--- src/hw/irq_prio_pkg.sv ---
package irq_prio_pkg;

  // ===========================================================
  // Register indexes (byte address = 4 * (base index + index))
  // ===========================================================
  localparam logic [29:0] BASE_INDEX      = 30'h000F1A0;
  localparam logic [29:0] IDX_FLASH_PWR   = 30'h0000002;
  localparam logic [29:0] IDX_GPIO_CAN    = 30'h0000003;
  localparam logic [29:0] IDX_SERIAL_GPIO = 30'h0000004;
  localparam logic [29:0] IDX_CTRL        = 30'h0000020;
  localparam logic [29:0] IDX_STATUS      = 30'h0000021;
  localparam logic [29:0] IDX_MASK        = 30'h0000022;

  // ===========================================================
  // Field layouts and reset values
  // ===========================================================
  localparam int          NUM_SRC        = 20;
  localparam logic [15:0] WMASK_FLASH    = 16'hFFCF;
  localparam logic [15:0] WMASK_GPIO_CAN = 16'hFFFC;
  localparam logic [15:0] WMASK_SERIAL   = 16'hFC3F;
  localparam logic [15:0] PRIO_RESET     = 16'h0000;
  localparam int          CTRL_PIN_A_EDGE = 0;
  localparam int          CTRL_PIN_B_EDGE = 1;
  localparam logic [1:0]  FIELD_OFF      = 2'h0;
  localparam logic [1:0]  FIELD_LVL0     = 2'h1;
  localparam logic [1:0]  FIELD_LVL1     = 2'h2;
  localparam logic [1:0]  FIELD_LVL2     = 2'h3;
  localparam logic [1:0]  LEVEL_0        = 2'h0;
  localparam logic [1:0]  LEVEL_1        = 2'h1;
  localparam logic [1:0]  LEVEL_2        = 2'h2;

  // ===========================================================
  // Whole state of the block
  // ===========================================================
  typedef struct packed {
    logic [15:0] flash_power_pin_irq_priority;
    logic [15:0] gpio_can_irq_priority;
    logic [15:0] serial_gpio_irq_priority;
    logic [1:0]  ctrl;
    logic [19:0] status;
    logic [19:0] mask;
    logic [1:0]  pin_a_sync;
    logic [1:0]  pin_b_sync;
    logic        pin_a_prev;
    logic        pin_b_prev;
    logic        low_power_prev;
    logic [19:0] armed;
    logic        pready;
    logic        pslverr;
    logic [31:0] prdata;
    logic [19:0] core_req;
    logic [39:0] core_level;
    logic        wake;
    logic        irq;
  } state_t;

endpackage

--- src/hw/interrupt_controller_unit.sv ---
// How it works
// - Field value 00 keeps its source disabled; no request reaches the core.
// - Field 01 gives level 0, 10 gives level 1, 11 gives level 2.
// - No encoding yields a level above two.
// - All priority fields read zero after reset, every source disabled.
// - Reserved bits read zero and ignore writes in all three registers.
// - Index 2 bits 15:10 hold the three flash interrupt priorities.
// - Index 2 bits 9:8 PLL unlock, bits 7:6 low-voltage priority.
// - Index 2 bits 3:2 external pin B, bits 1:0 pin A priority.
// - Index 3 bits 15:10 hold GPIO port D, E, F priorities.
// - Index 3 bits 9:8 CAN message buffer, bits 7:6 CAN wake-up.
// - Index 3 bits 5:4 CAN error, bits 3:2 CAN bus-off.
// - Index 4 bits 15:10 hold SPI0 rx, SPI1 tx, SPI1 rx priorities.
// - Index 4 bits 5:0 hold GPIO port A, B, C priorities.
// - In low power, wake only for sources enabled before entry.
// - In low power, both external pins act low-level sensitive.
// - Each register sits at base index plus its own index.
//
// The APB slave port was left to the implementer.
`timescale 1ns/1ps
`default_nettype none

module interrupt_controller_unit #(
  parameter logic [29:0] BASE = irq_prio_pkg::BASE_INDEX
) (
  input  wire logic        clk,
  input  wire logic        reset_n,
  input  wire logic        psel,
  input  wire logic        penable,
  input  wire logic        pwrite,
  input  wire logic [31:0] paddr,
  input  wire logic [31:0] pwdata,
  input  wire logic [3:0]  pstrb,
  output logic             pready,
  output logic [31:0]      prdata,
  output logic             pslverr,
  input  wire logic [17:0] periph_req,
  input  wire logic        ext_interrupt_pin_a_n,
  input  wire logic        ext_interrupt_pin_b_n,
  input  wire logic        low_power,
  output logic [19:0]      core_req,
  output logic [39:0]      core_level,
  output logic             wake_req,
  output logic             irq
);

  // ===========================================================
  // Helper functions
  // ===========================================================
  // Gather the twenty 2-bit fields, source 0 in the low bits
  function automatic logic [39:0] fields_of(input logic [15:0] p2,
                                            input logic [15:0] p3,
                                            input logic [15:0] p4);
    fields_of = {p4[15:10], p4[5:0],
                 p3[15:10], p3[9:2],
                 p2[15:10], p2[9:6],
                 p2[3:0]};
  endfunction

  // One field to a level; disabled fields give level 0 but no enable
  function automatic logic [1:0] level_of(input logic [1:0] f);
    case (f)
      irq_prio_pkg::FIELD_LVL0: level_of = irq_prio_pkg::LEVEL_0;
      irq_prio_pkg::FIELD_LVL1: level_of = irq_prio_pkg::LEVEL_1;
      irq_prio_pkg::FIELD_LVL2: level_of = irq_prio_pkg::LEVEL_2;
      default:                  level_of = irq_prio_pkg::LEVEL_0;
    endcase
  endfunction

  function automatic logic [19:0] enables_of(input logic [39:0] fv);
    logic [19:0] e;
    e = '0;
    for (int i = 0; i < irq_prio_pkg::NUM_SRC; i++) begin
      e[i] = (fv[2*i +: 2] != irq_prio_pkg::FIELD_OFF);
    end
    enables_of = e;
  endfunction

  function automatic logic [39:0] levels_of(input logic [39:0] fv);
    logic [39:0] l;
    l = '0;
    for (int i = 0; i < irq_prio_pkg::NUM_SRC; i++) begin
      l[2*i +: 2] = level_of(fv[2*i +: 2]);
    end
    levels_of = l;
  endfunction

  // ===========================================================
  // State
  // ===========================================================
  irq_prio_pkg::state_t s;
  irq_prio_pkg::state_t next_s;

  logic [39:0] fields;
  logic [19:0] enables;
  logic [19:0] raw_req;
  logic [19:0] gated_req;
  logic        pin_a_low;
  logic        pin_b_low;
  logic        pin_a_fall;
  logic        pin_b_fall;
  logic        access;
  logic        done;
  logic [29:0] word;
  logic        hit_p2;
  logic        hit_p3;
  logic        hit_p4;
  logic        hit_ctrl;
  logic        hit_stat;
  logic        hit_mask;
  logic        hit_any;

  // ===========================================================
  // Request sources
  // ===========================================================
  // Pins are read only after the second synchroniser stage
  assign pin_a_low  = ~s.pin_a_sync[1];
  assign pin_b_low  = ~s.pin_b_sync[1];
  assign pin_a_fall = s.pin_a_prev & ~s.pin_a_sync[1];
  assign pin_b_fall = s.pin_b_prev & ~s.pin_b_sync[1];

  // No clock edge to see in low power, so fall back to level
  always_comb begin
    raw_req       = {periph_req, 2'b00};
    raw_req[0]    = (s.ctrl[irq_prio_pkg::CTRL_PIN_A_EDGE] && !low_power)
                    ? pin_a_fall : pin_a_low;
    raw_req[1]    = (s.ctrl[irq_prio_pkg::CTRL_PIN_B_EDGE] && !low_power)
                    ? pin_b_fall : pin_b_low;
  end

  assign fields    = fields_of(s.flash_power_pin_irq_priority,
                               s.gpio_can_irq_priority,
                               s.serial_gpio_irq_priority);
  assign enables   = enables_of(fields);
  assign gated_req = raw_req & enables;

  // ===========================================================
  // APB decode: one wait state, answer registered
  // ===========================================================
  assign access   = psel & penable;
  assign done     = access & s.pready;
  assign word     = paddr[31:2];
  assign hit_p2   = (word == BASE + irq_prio_pkg::IDX_FLASH_PWR);
  assign hit_p3   = (word == BASE + irq_prio_pkg::IDX_GPIO_CAN);
  assign hit_p4   = (word == BASE + irq_prio_pkg::IDX_SERIAL_GPIO);
  assign hit_ctrl = (word == BASE + irq_prio_pkg::IDX_CTRL);
  assign hit_stat = (word == BASE + irq_prio_pkg::IDX_STATUS);
  assign hit_mask = (word == BASE + irq_prio_pkg::IDX_MASK);
  assign hit_any  = hit_p2 | hit_p3 | hit_p4 | hit_ctrl | hit_stat
                    | hit_mask;

  // ===========================================================
  // Next state
  // ===========================================================
  always_comb begin
    logic [31:0] rd;
    logic [31:0] wd;
    logic        wr;
    rd = '0;
    wd = pwdata;
    wr = done & pwrite & hit_any;
    next_s = s;

    // Synchronisers and edge history
    next_s.pin_a_sync     = {s.pin_a_sync[0], ext_interrupt_pin_a_n};
    next_s.pin_b_sync     = {s.pin_b_sync[0], ext_interrupt_pin_b_n};
    next_s.pin_a_prev     = s.pin_a_sync[1];
    next_s.pin_b_prev     = s.pin_b_sync[1];
    next_s.low_power_prev = low_power;

    // Strobes 0 and 1 each gate one low byte, zeroing it when clear; strobes 2 and 3 are ignored
    if (!pstrb[0]) begin
      wd[7:0] = 8'h00;
    end
    if (!pstrb[1]) begin
      wd[15:8] = 8'h00;
    end

    // Bus slave: raise pready for one cycle, then complete
    next_s.pready  = access & ~s.pready;
    next_s.pslverr = access & ~s.pready & ~hit_any;
    if (hit_p2) begin
      rd = {16'h0000, s.flash_power_pin_irq_priority};
    end else if (hit_p3) begin
      rd = {16'h0000, s.gpio_can_irq_priority};
    end else if (hit_p4) begin
      rd = {16'h0000, s.serial_gpio_irq_priority};
    end else if (hit_ctrl) begin
      rd = {30'h0, s.ctrl};
    end else if (hit_stat) begin
      rd = {12'h000, s.status};
    end else if (hit_mask) begin
      rd = {12'h000, s.mask};
    end
    next_s.prdata = (access & ~s.pready & ~pwrite) ? rd : 32'h0000_0000;

    // Register writes, reserved bits never stored
    if (wr && hit_p2) begin
      next_s.flash_power_pin_irq_priority =
        wd[15:0] & irq_prio_pkg::WMASK_FLASH;
    end
    if (wr && hit_p3) begin
      next_s.gpio_can_irq_priority =
        wd[15:0] & irq_prio_pkg::WMASK_GPIO_CAN;
    end
    if (wr && hit_p4) begin
      next_s.serial_gpio_irq_priority =
        wd[15:0] & irq_prio_pkg::WMASK_SERIAL;
    end
    if (wr && hit_ctrl) begin
      next_s.ctrl = wd[1:0];
    end
    if (wr && hit_mask) begin
      next_s.mask = wd[19:0];
    end

    // New requests set sticky status; a set beats a same-cycle clear
    next_s.status = s.status;
    if (wr && hit_stat) begin
      next_s.status = s.status & ~wd[19:0];
    end
    next_s.status = next_s.status | (gated_req & ~s.core_req);

    // Core sees enabled requests and levels one cycle later
    next_s.core_req   = gated_req;
    next_s.core_level = levels_of(fields);

    // Enables are frozen at entry to low power
    if (low_power && !s.low_power_prev) begin
      next_s.armed = enables;
    end
    next_s.wake = low_power &&
      |(raw_req & ((low_power && !s.low_power_prev) ? enables
                                                     : s.armed));

    next_s.irq = |(next_s.status & next_s.mask);
  end

  // ===========================================================
  // Registers
  // ===========================================================
  // All priority fields clear, so every source starts disabled
  always_ff @(posedge clk or negedge reset_n) begin
    if (!reset_n) begin
      s <= '0;
      s.flash_power_pin_irq_priority <= irq_prio_pkg::PRIO_RESET;
      s.gpio_can_irq_priority        <= irq_prio_pkg::PRIO_RESET;
      s.serial_gpio_irq_priority     <= irq_prio_pkg::PRIO_RESET;
      s.pin_a_sync <= 2'b11;
      s.pin_b_sync <= 2'b11;
      s.pin_a_prev <= 1'b1;
      s.pin_b_prev <= 1'b1;
    end else begin
      s <= next_s;
    end
  end

  assign pready     = s.pready;
  assign prdata     = s.prdata;
  assign pslverr    = s.pslverr;
  assign core_req   = s.core_req;
  assign core_level = s.core_level;
  assign wake_req   = s.wake;
  assign irq        = s.irq;

  // Reference map from the raw fields, kept apart from level_of
  logic [19:0] lvl_is_three;
  logic [19:0] field_off;
  logic [39:0] exp_level;
  always_comb begin
    lvl_is_three = '0;
    field_off    = '0;
    exp_level    = '0;
    for (int i = 0; i < irq_prio_pkg::NUM_SRC; i++) begin
      lvl_is_three[i] = (s.core_level[2*i +: 2] == 2'h3);
      field_off[i]    = (fields[2*i +: 2] == irq_prio_pkg::FIELD_OFF);
      exp_level[2*i +: 2] =
        (fields[2*i +: 2] == irq_prio_pkg::FIELD_OFF) ? 2'h0
                                                      : fields[2*i +: 2] - 2'h1;
    end
  end
endmodule

`default_nettype wire

--- config.mk ---
export PLATFORM = sky130hd
export DESIGN_NAME = interrupt_controller_unit
export DESIGN_NICKNAME = d
export VERILOG_FILES = /design/src/hw/irq_prio_pkg.sv /design/src/hw/interrupt_controller_unit.sv
export SDC_FILE = /design/constraint.sdc
export NUM_CORES = 1
export LEC_CHECK = 0
export BUFFER_PORTS_ARGS = -buffer_cell sky130_fd_sc_hd__buf_2
export CAP_MARGIN = 5
export CORE_UTILIZATION = 30
export DETAILED_ROUTE_END_ITERATION = 10
export PLACE_DENSITY = 0.61
export RECOVER_POWER = 50
export REMOVE_ABC_BUFFERS = 1
export SYNTH_ARGS = -nofsm -noshare
export SYNTH_HDL_FRONTEND = slang
export SYNTH_SLANG_ARGS = --single-unit
export TNS_END_PERCENT = 30
--- constraint.sdc ---
create_clock -name clk -period 5.4 [get_ports clk]
set_input_delay 1.08 -clock clk [delete_from_list [all_inputs] [get_ports clk]]
set_output_delay 1.08 -clock clk [all_outputs]
set_load 0.02 [all_outputs]
==> results by stage, run 1 <==
Finish:
- The layout has 2912 filler cells.
- The most common library cell in the layout ignoring fill and taps is sky130_fd_sc_hd__dfrtp_1.
- The final layout net count is 1017.
- The fraction of layout instances using a drive strength above 1 is 23.4%.
- Compared with the post-synthesis result, the final layout area differs by 13.0%.
- The finished layout holds 1316 standard cells, fillers aside.
- The top cell types in the final layout, fill and taps aside, are sky130_fd_sc_hd__dfrtp_1, sky130_fd_sc_hd__buf_2, sky130_fd_sc_hd__nand2_1.

STA:
- The minimum clock period after layout is 3.74 ns.
- The top achievable clock speed is 0.267 GHz.
- On the final layout, the worst clock skew is 0.0146 ns.
- The final critical-path share of the clock period is 69.2%.
- The final count of hold timing violations came to 0.
- Headroom to the max-slew limit came out at -110%.
- Setup violations remaining at the end of the flow were counted as 0.
- Setup total negative slack on the finished layout was measured at 0 ns.
- The max-slew violation total from the final report came to 124.
- The actual slew at the worst max-slew pin is 3.14 ns.
- Setup repair after global routing left no endpoint under its margin.

Detailed routing:
- The number of search-and-repair iterations in the first detailed-routing pass is 7.
- The routed layout has 6284 vias.
- The via-per-instance ratio is 4.78.
- For this run, design rule violations remaining after detail routing come to 0.
- Once detail routing completed, the nets flagged for antenna violations numbered 0.
- The initial DRC count is 508.
- After detailed routing, the average wire length per cell comes to 18.4 um.
- The final routed wirelength across all metal layers is 24300 um.

Die:
- After floorplanning, the core was sized to cover 27900 sq um.
- For this configuration, the core starts out at a cell density of 30.6%.
- The floorplan step defined a die boundary enclosing 29200 sq um.
- 190 I/O pins were placed.
- The overall die height is 171 um.
- In this run the horizontal extent of the chip is 171 um.
- The row count is 61.

Clocking:
- The setup fix buffers added after clock tree synthesis is 0.
- The number of sinks driven by the clock tree is 193.
- The insertion delay to the later sink of the worst-skew pair is 0.44 ns.
- The number of CTS-inserted buffers is 17.
- The number of gates resized after cts is 0.
- Counting along the longest clock path gives a buffer depth of 2.
- The H-tree level count is 4.
- Clock-pin slew was measured on the worst setup and hold paths at 0.08 ns.
- The number of hold-repair buffers added at the cts stage is 0.
- The clock tree from TritonCTS is done.
- The tree is rooted in a sky130_fd_sc_hd__clkbuf_16.

Place:
- Once detailed placement completed, the half-perimeter wirelength came to 17700 um.
- The global placer's final weighted congestion is 0.793.
- The placed cell count is 1282.
- Port buffering added 161 buffers.

Hold path:
- The class of the worst hold path is reg2reg.

GRT:
- Global routing finished with a remaining overflow of 0.
- Entering global routing, the biggest net connects 124 pins.
- The overall track demand over capacity in global routing is 17.2%.
- The via count of the first global-routing pass came to 6101.
- The initial antenna violation count is 2.
- The first-pass GRT wire length is 36700 um.

Run status:
- The final reports fail on capacitance limit, slew limit.
- The flow ran to the end, but the final reports show violations.

Synthesis:
- The number of distinct library cell variants in the gate-level netlist after synthesis is 51.
- The prevailing post-synth register cell is sky130_fd_sc_hd__dfrtp_1.
- The part of the Yosys area used for sequential elements is 56.5%.
- The average size of a mapped cell is 10.1 sq um.
- The count of yosys warnings during synthesis is 0.
- The cell count after synthesis came out at 845.
- In this run the cell area of the synthesized design comes to 8560 sq um.
- Of all flip-flops after synthesis, the portion carrying an async set or reset was 100%.
- The flip-flop and latch count after synthesis is 193.
- Counting flops with a built-in enable in the synthesized netlist gives 0.

Critical path:
- The largest single stage delay on the critical path is 2.11 ns.
- STA classifies the critical path endpoint as an asynchronous set/reset pin.
- The data arrival time of the critical path is 4.21 ns.
- The number of buffers and inverters on the critical path is 2.
- The largest individual stage delay along the critical path comes from the cell sky130_fd_sc_hd__clkbuf_2.
- Walking the worst path, the cells encountered are clkbuf_2 > clkbuf_2.
- The classification of the worst setup path is in2async.
- The kind of cell with the highest combined delay along the critical path is buffers and inverters.
- The critical path data required time is 5.87 ns.
- The maximum fanout along the worst path is 123.
- The type of element launching the critical path is an input port.
- The cell with the most instances on the worst path is sky130_fd_sc_hd__clkbuf_2.

Power:
- The static leakage power is 0.00499 uW.
- The worst IR drop on VDD is 0.215 mV.
- The cell area power density is 290 nW/um^2.

Run:
- The number of max-capacitance violations reported is 1.
[metrics by stage]
stage	setup WS [ns]	power (uW)	hold slack (ns)	utilization [%]	area, sq um
3_3_place_gp	1.50	1600	0.346	32.6	9120
2_1_floorplan	1.51	1510	0.345	-	7770
4_1_cts	1.96	2840	0.359	34.7	9690
6_report	1.66	2810	0.363	34.6	9660
3_5_place_dp	1.48	1600	0.347	32.6	9120
5_1_grt	0.950	2910	0.371	34.6	9660
[area by class of cell]
type	count	area [sq um]	area share, %
Sequential cell	193	4840	50.1
Multi-Input combinational cell	497	2770	28.7
Timing Repair Buffer	168	832	8.61
Tap cell	378	473	4.89
Clock buffer	18	429	4.44
Inverter	46	173	1.79
Clock inverter	14	145	1.50
Antenna cell	2	5.00	0.0518
[cells by family after synthesis]
logic type,synth area share [%]
simple gates,17.3
flops,56.5
compound gates,13.3
buf+inv,11.7
mux,1.07
other cells,0.0438
[path summary, 6_finish.rpt]
kind / start / end / slack (ns) / cells past startpoint
worst max-delay path: reset_n / fields[35] / 1.66 / 2
min in group asynchronous: reset_n / core_level[23] / 1.62 / 1
worst min register to register: next_s[120] / next_s[117] / 0.36 / 0
max in group clk: low_power / wake_req / 1.82 / 7
worst max register to register: s[116] / wake_req / 2.35 / 6
worst min-delay path: next_s[120] / next_s[117] / 0.36 / 0
[flip-flops by register name (all words and copies together) (netlist names)]
register	flops
s	65
core_level	40
fields	40
core_req	20
prdata	20
next_s	4
irq	1
pready	1
pslverr	1
wake_req	1
[cells in the mapped netlist (6+ instances only)]
cell / n / area, sq um
sky130_fd_sc_hd__clkbuf_1: 20 / 75.1
sky130_fd_sc_hd__o221ai_1: 8 / 70.1
sky130_fd_sc_hd__and2_1: 20 / 125
sky130_fd_sc_hd__dfstp_2: 6 / 158
sky130_fd_sc_hd__buf_4: 92 / 691
sky130_fd_sc_hd__nor4_1: 11 / 68.8
sky130_fd_sc_hd__a22oi_1: 26 / 195
sky130_fd_sc_hd__dfrtp_1: 187 / 4680
sky130_fd_sc_hd__o21ai_1: 10 / 50.1
sky130_fd_sc_hd__a21oi_1: 23 / 115
sky130_fd_sc_hd__nand2_1: 133 / 499
sky130_fd_sc_hd__a222oi_1: 10 / 100
sky130_fd_sc_hd__nand4_1: 11 / 68.8
sky130_fd_sc_hd__nor2_1: 35 / 131
sky130_fd_sc_hd__nor2b_1: 22 / 138
sky130_fd_sc_hd__inv_1: 46 / 173
sky130_fd_sc_hd__or2_2: 18 / 113
sky130_fd_sc_hd__o21ai_0: 94 / 470
sky130_fd_sc_hd__mux2i_1: 8 / 80.1
[worst reg2reg max path, stage by stage, from the launching register on]
cell and delay, ns:
sky130_fd_sc_hd__dfrtp_1 0.31, sky130_fd_sc_hd__nand2b_1 0.43, sky130_fd_sc_hd__clkbuf_1 0.92, sky130_fd_sc_hd__o21ai_0 0.33, sky130_fd_sc_hd__a22oi_1 0.39, sky130_fd_sc_hd__nand4_1 0.23, sky130_fd_sc_hd__o31a_1 0.32
[where the power goes]
part	switching (uW)	internal (uW)	leakage, uW
Combinational	83.8	29.3	0.00204
Sequential	1.90	1450	0.00267
Clock	588	653	0.000287
[per-layer routing]
layer	track usage (%)	wire, um	vias to the layer above
met1	23.9	11000	3066
met2	26.8	11100	248
met5	0	0	-
met3	3.77	1700	27
li1	-	-	2943
met4	5.32	437	0
(Power assumes the default switching activity.)
==> run 2, diff against run 1 <==
Settings changed: ABC_AREA from default to 1, PLACE_DENSITY 0.61 to 0.63.
Clock period 5.4 ns to 3.25 ns, I/O delays scaled along.
==> run 2 against run 1 <==
Effect of this change:
- the flow still finishes with violations (capacitance limit, slew limit)
- hold slack got worse by 0.069 ns
- synthesized area is 4.1% higher
- sequential power is 68% higher
- cell count increased by 16%
- critical endpoint is now fields[25]
==> results by stage, run 2 <==
Run status:
- The flow ran to the end, but the final reports show violations.
- The checks that failed: capacitance limit, slew limit.

STA:
- The final count of hold timing violations is 0.
- The max-slew violation total from the final report is 87.
- After layout, the worst path uses 74.1% of the clock period.
- The actual slew at the worst max-slew pin is 2.30 ns.
- In the final timing run, aggregate negative setup slack is 0 ns.
- Final hold analysis gives a worst-case slack of 0.294 ns.
- The number of failing setup endpoints in the final timing report is 0.
- Derived from the worst setup path, the maximum achievable clock frequency is 0.415 GHz.
- Setup repair after global routing left no endpoint under its margin.
- The final setup skew is 0.0152 ns.
- The headroom to the max-slew limit is -53.6%.
- The worst path in the final design needs a cycle of 2.41 ns, including I/O delays and setup.

Place:
- The congestion estimate from routability-driven global placement came to 0.836.
- The post-placement cell area is 9590 sq um.
- Detailed placement finished with a half-perimeter wire length of 18600 um.
- Input and output buffers added on the ports amount to 161.

Synthesis:
- After synthesis, the share of flip-flops with an asynchronous set or reset is 100%.
- The average size of a mapped cell is 8.66 sq um.
- Counting flops with a built-in enable in the synthesized netlist gives 0.
- The largest total area in the synthesized netlist belongs to sky130_fd_sc_hd__dfrtp_1.
- The commonest cells after synthesis are sky130_fd_sc_hd__nand2_1, sky130_fd_sc_hd__dfrtp_1, sky130_fd_sc_hd__inv_1.
- The area share of the leading cell type in the synthesized netlist is 52.5%.
- Synthesis inferred 193 register bits.
- The Yosys step of the flow raised 0 warnings.
- The synthesized netlist occupies a cell area of 8910 sq um.
- By area the synthesized netlist is led by sky130_fd_sc_hd__dfrtp_1, sky130_fd_sc_hd__nand2_1, sky130_fd_sc_hd__buf_4.
- The most frequent cell after synthesis is sky130_fd_sc_hd__nand2_1.
- For this run, the leading register cell type out of synthesis is sky130_fd_sc_hd__dfrtp_1.
- Sequential elements use 54.3% of the synthesized area.
- The number of distinct library cell variants in the gate-level netlist after synthesis is 41.
- Synthesis produced a netlist whose cell count is 1028.

GRT:
- The via count of the first global-routing pass came to 6861.
- The initial antenna violation count is 3.
- The total overflow left after global routing is 0.
- Global routing used 17.3% of the available tracks across all layers.
- Entering global routing, the biggest net connects 88 pins.
- The first-pass GRT wire length is 39500 um.

Finish:
- The post-synthesis to final-layout area growth is 14.4%.
- The fill cell total of the finished layout is 2991.
- For this run, the post-layout net count is 1219.
- The share of the core filled with cells in the final layout is 35.2%.
- The antenna diode count is 0.
- The fraction of layout instances using a drive strength above 1 is 22.8%.
- After routing the design area is 10200 sq um.
- The storage element area is 4840 sq um.
- The combined area of the multi-input logic cells is 2770 sq um.
- The library cell used most frequently in the layout, excluding fill and tap cells, is sky130_fd_sc_hd__nand2_1.
- The largest register by flop count is s.
- The number of flip-flops in the largest register is 65.
- In the layout the commonest cells are sky130_fd_sc_hd__nand2_1, sky130_fd_sc_hd__dfrtp_1, sky130_fd_sc_hd__buf_2.

Clocking:
- The number of CTS-inserted buffers is 17.
- The number of gates resized after cts is 0.
- The H-tree generated during clock tree synthesis spans 4 levels.
- The clock root buffer is sky130_fd_sc_hd__clkbuf_16.
- TritonCTS built the clock tree.
- Buffers inserted to repair hold after CTS numbered 0.
- The clock passes through at most 2 buffers.
- In this run the post-CTS setup repair buffer count came out at 0.
- The clock net in this run drives a total of 193 sinks.
- After clock tree synthesis, the clock-pin slew on the worst setup and hold paths is 0.08 ns.
- Clock latency on the worst-skew pair, taken at its later pin, is 0.45 ns.

Run:
- The number of max-capacitance violations reported is 1.

Detailed routing:
- The routed design has 25400 um of wire.
- In this run, the number of DRC markers left after iteration 0 of detailed routing was 557.
- Before antenna repair, the detailed router went through 5 iterations.
- The via-per-instance ratio is 4.55.
- Dividing the detail-routed wire length by the instance count gives 16.7 um.
- Across all layers, the routed design uses 6921 vias.
- The count of antenna-violating nets left after detailed routing is 0.
- After detailed routing, the number of remaining DRC violations is 0.

Critical path:
- The critical path data required time is 3.82 ns.
- The signal on the critical path passes through clkbuf_2 > clkbuf_2.
- Data arrives at the worst endpoint at 2.98 ns.
- The critical path contains buffers and inverters numbering 2 combined.
- Among the stages of the critical path, the cell type that occurs most often is sky130_fd_sc_hd__clkbuf_2.
- The element type at the critical path end is an asynchronous set/reset pin.
- The family of cells with the greatest summed delay on the critical path is buffers and inverters.
- STA classifies the critical path startpoint as an input port.
- The critical path is of the in2async type.
- The number of cells on the critical path is 2.
- In this run the worst path has a maximum fanout of 87.
- The number of cells on the worst reg-to-reg path is 12.
- The slowest stage of the critical path belongs to the cell sky130_fd_sc_hd__clkbuf_2.
- The largest single stage delay on the critical path is 1.53 ns.

Die:
- For this configuration, the core starts out at a cell density of 30.8%.
- The floorplan step set the die height to 174 um.
- The number of placed I/O pins is 190.
- Measured along the x axis, the die boundary spans 174 um.
- The core region is 28900 sq um.
- The die covers 30400 sq um.
- The floorplan has 62 rows.

Power:
- VDD sags by at most 0.276 mV.
- The cell area power density is 476 nW/um^2.
- The static leakage power is 0.00539 uW.

Hold path:
- Counting instances, the worst hold path has a depth of 1.
- The tightest min-delay check is of the in2reg type.
==> run 2: cell count changes after synthesis, moves of 22 or more <==
cell / delta
sky130_fd_sc_hd__a22oi_1: -25
sky130_fd_sc_hd__inv_1: +76
sky130_fd_sc_hd__nand2_1: +110
sky130_fd_sc_hd__nand3_1: +36
sky130_fd_sc_hd__nor2_1: +79
sky130_fd_sc_hd__nor2b_1: -22
sky130_fd_sc_hd__o21ai_0: -59
sky130_fd_sc_hd__o21ai_1: +35
==> run 2: final timing paths <==
kind | slack (ns) | end | startpoint
worst max-delay path | 0.84 | fields[25] | reset_n
worst min register to register | 0.36 | next_s[118] | next_s[122]
worst max register to register | 0.97 | irq | pready
worst min-delay path | 0.29 | next_s[122] | ext_interrupt_pin_a_n
min in group asynchronous | 0.86 | s[96] | reset_n
max in group clk | 0.96 | irq | paddr[12]
==> run 2: final cells by class <==
| type | count | area share [%] |
|---|---|---|
| clock buffer | 17 | 4.18 |
| clock inverter | 15 | 1.85 |
| inverter | 134 | 4.97 |
| multi-input combinational | 595 | 27.1 |
| sequential | 193 | 47.5 |
| tap | 384 | 4.72 |
| timing repair buffer | 184 | 9.66 |
==> run 2: power by group <==
group	switching, uW	internal (uW)	total [uW]
logic	174	69.1	243
registers	6.58	2420	2430
clock network	1070	1110	2180
total	1250	3600	4850
==> run 2: layer usage <==
| layer | track usage, % | share of wire (%) | wire length (um) | vias to the layer above |
|---|---|---|---|---|
| met3 | 4.24 | 7.2 | 1830 | 52 |
| met4 | 6.51 | 2.8 | 701 | 6 |
| met1 | 23.0 | 44 | 11100 | 3260 |
| met5 | 0 | 0.10 | 26 | - |
| li1 | - | - | - | 3335 |
| met2 | 27.2 | 46 | 11700 | 268 |
==> run 2: metrics by stage <==
stage               total power [uW]  worst slack, ns  cells
floorplan                       2560            0.495    922
global placement                2720            0.513   1490
detailed placement              2720            0.503   1490
CTS                             4900            0.966   1522
global route                    5030            0.390   1522
finish                          4850            0.843   1522
==> run 2: kinds of logic after synthesis <==
group / share of synthesized area (%)
simple gates: 20.3
buf+inv: 15.1
flops: 54.3
compound gates: 10.3
other cells: 0.0421
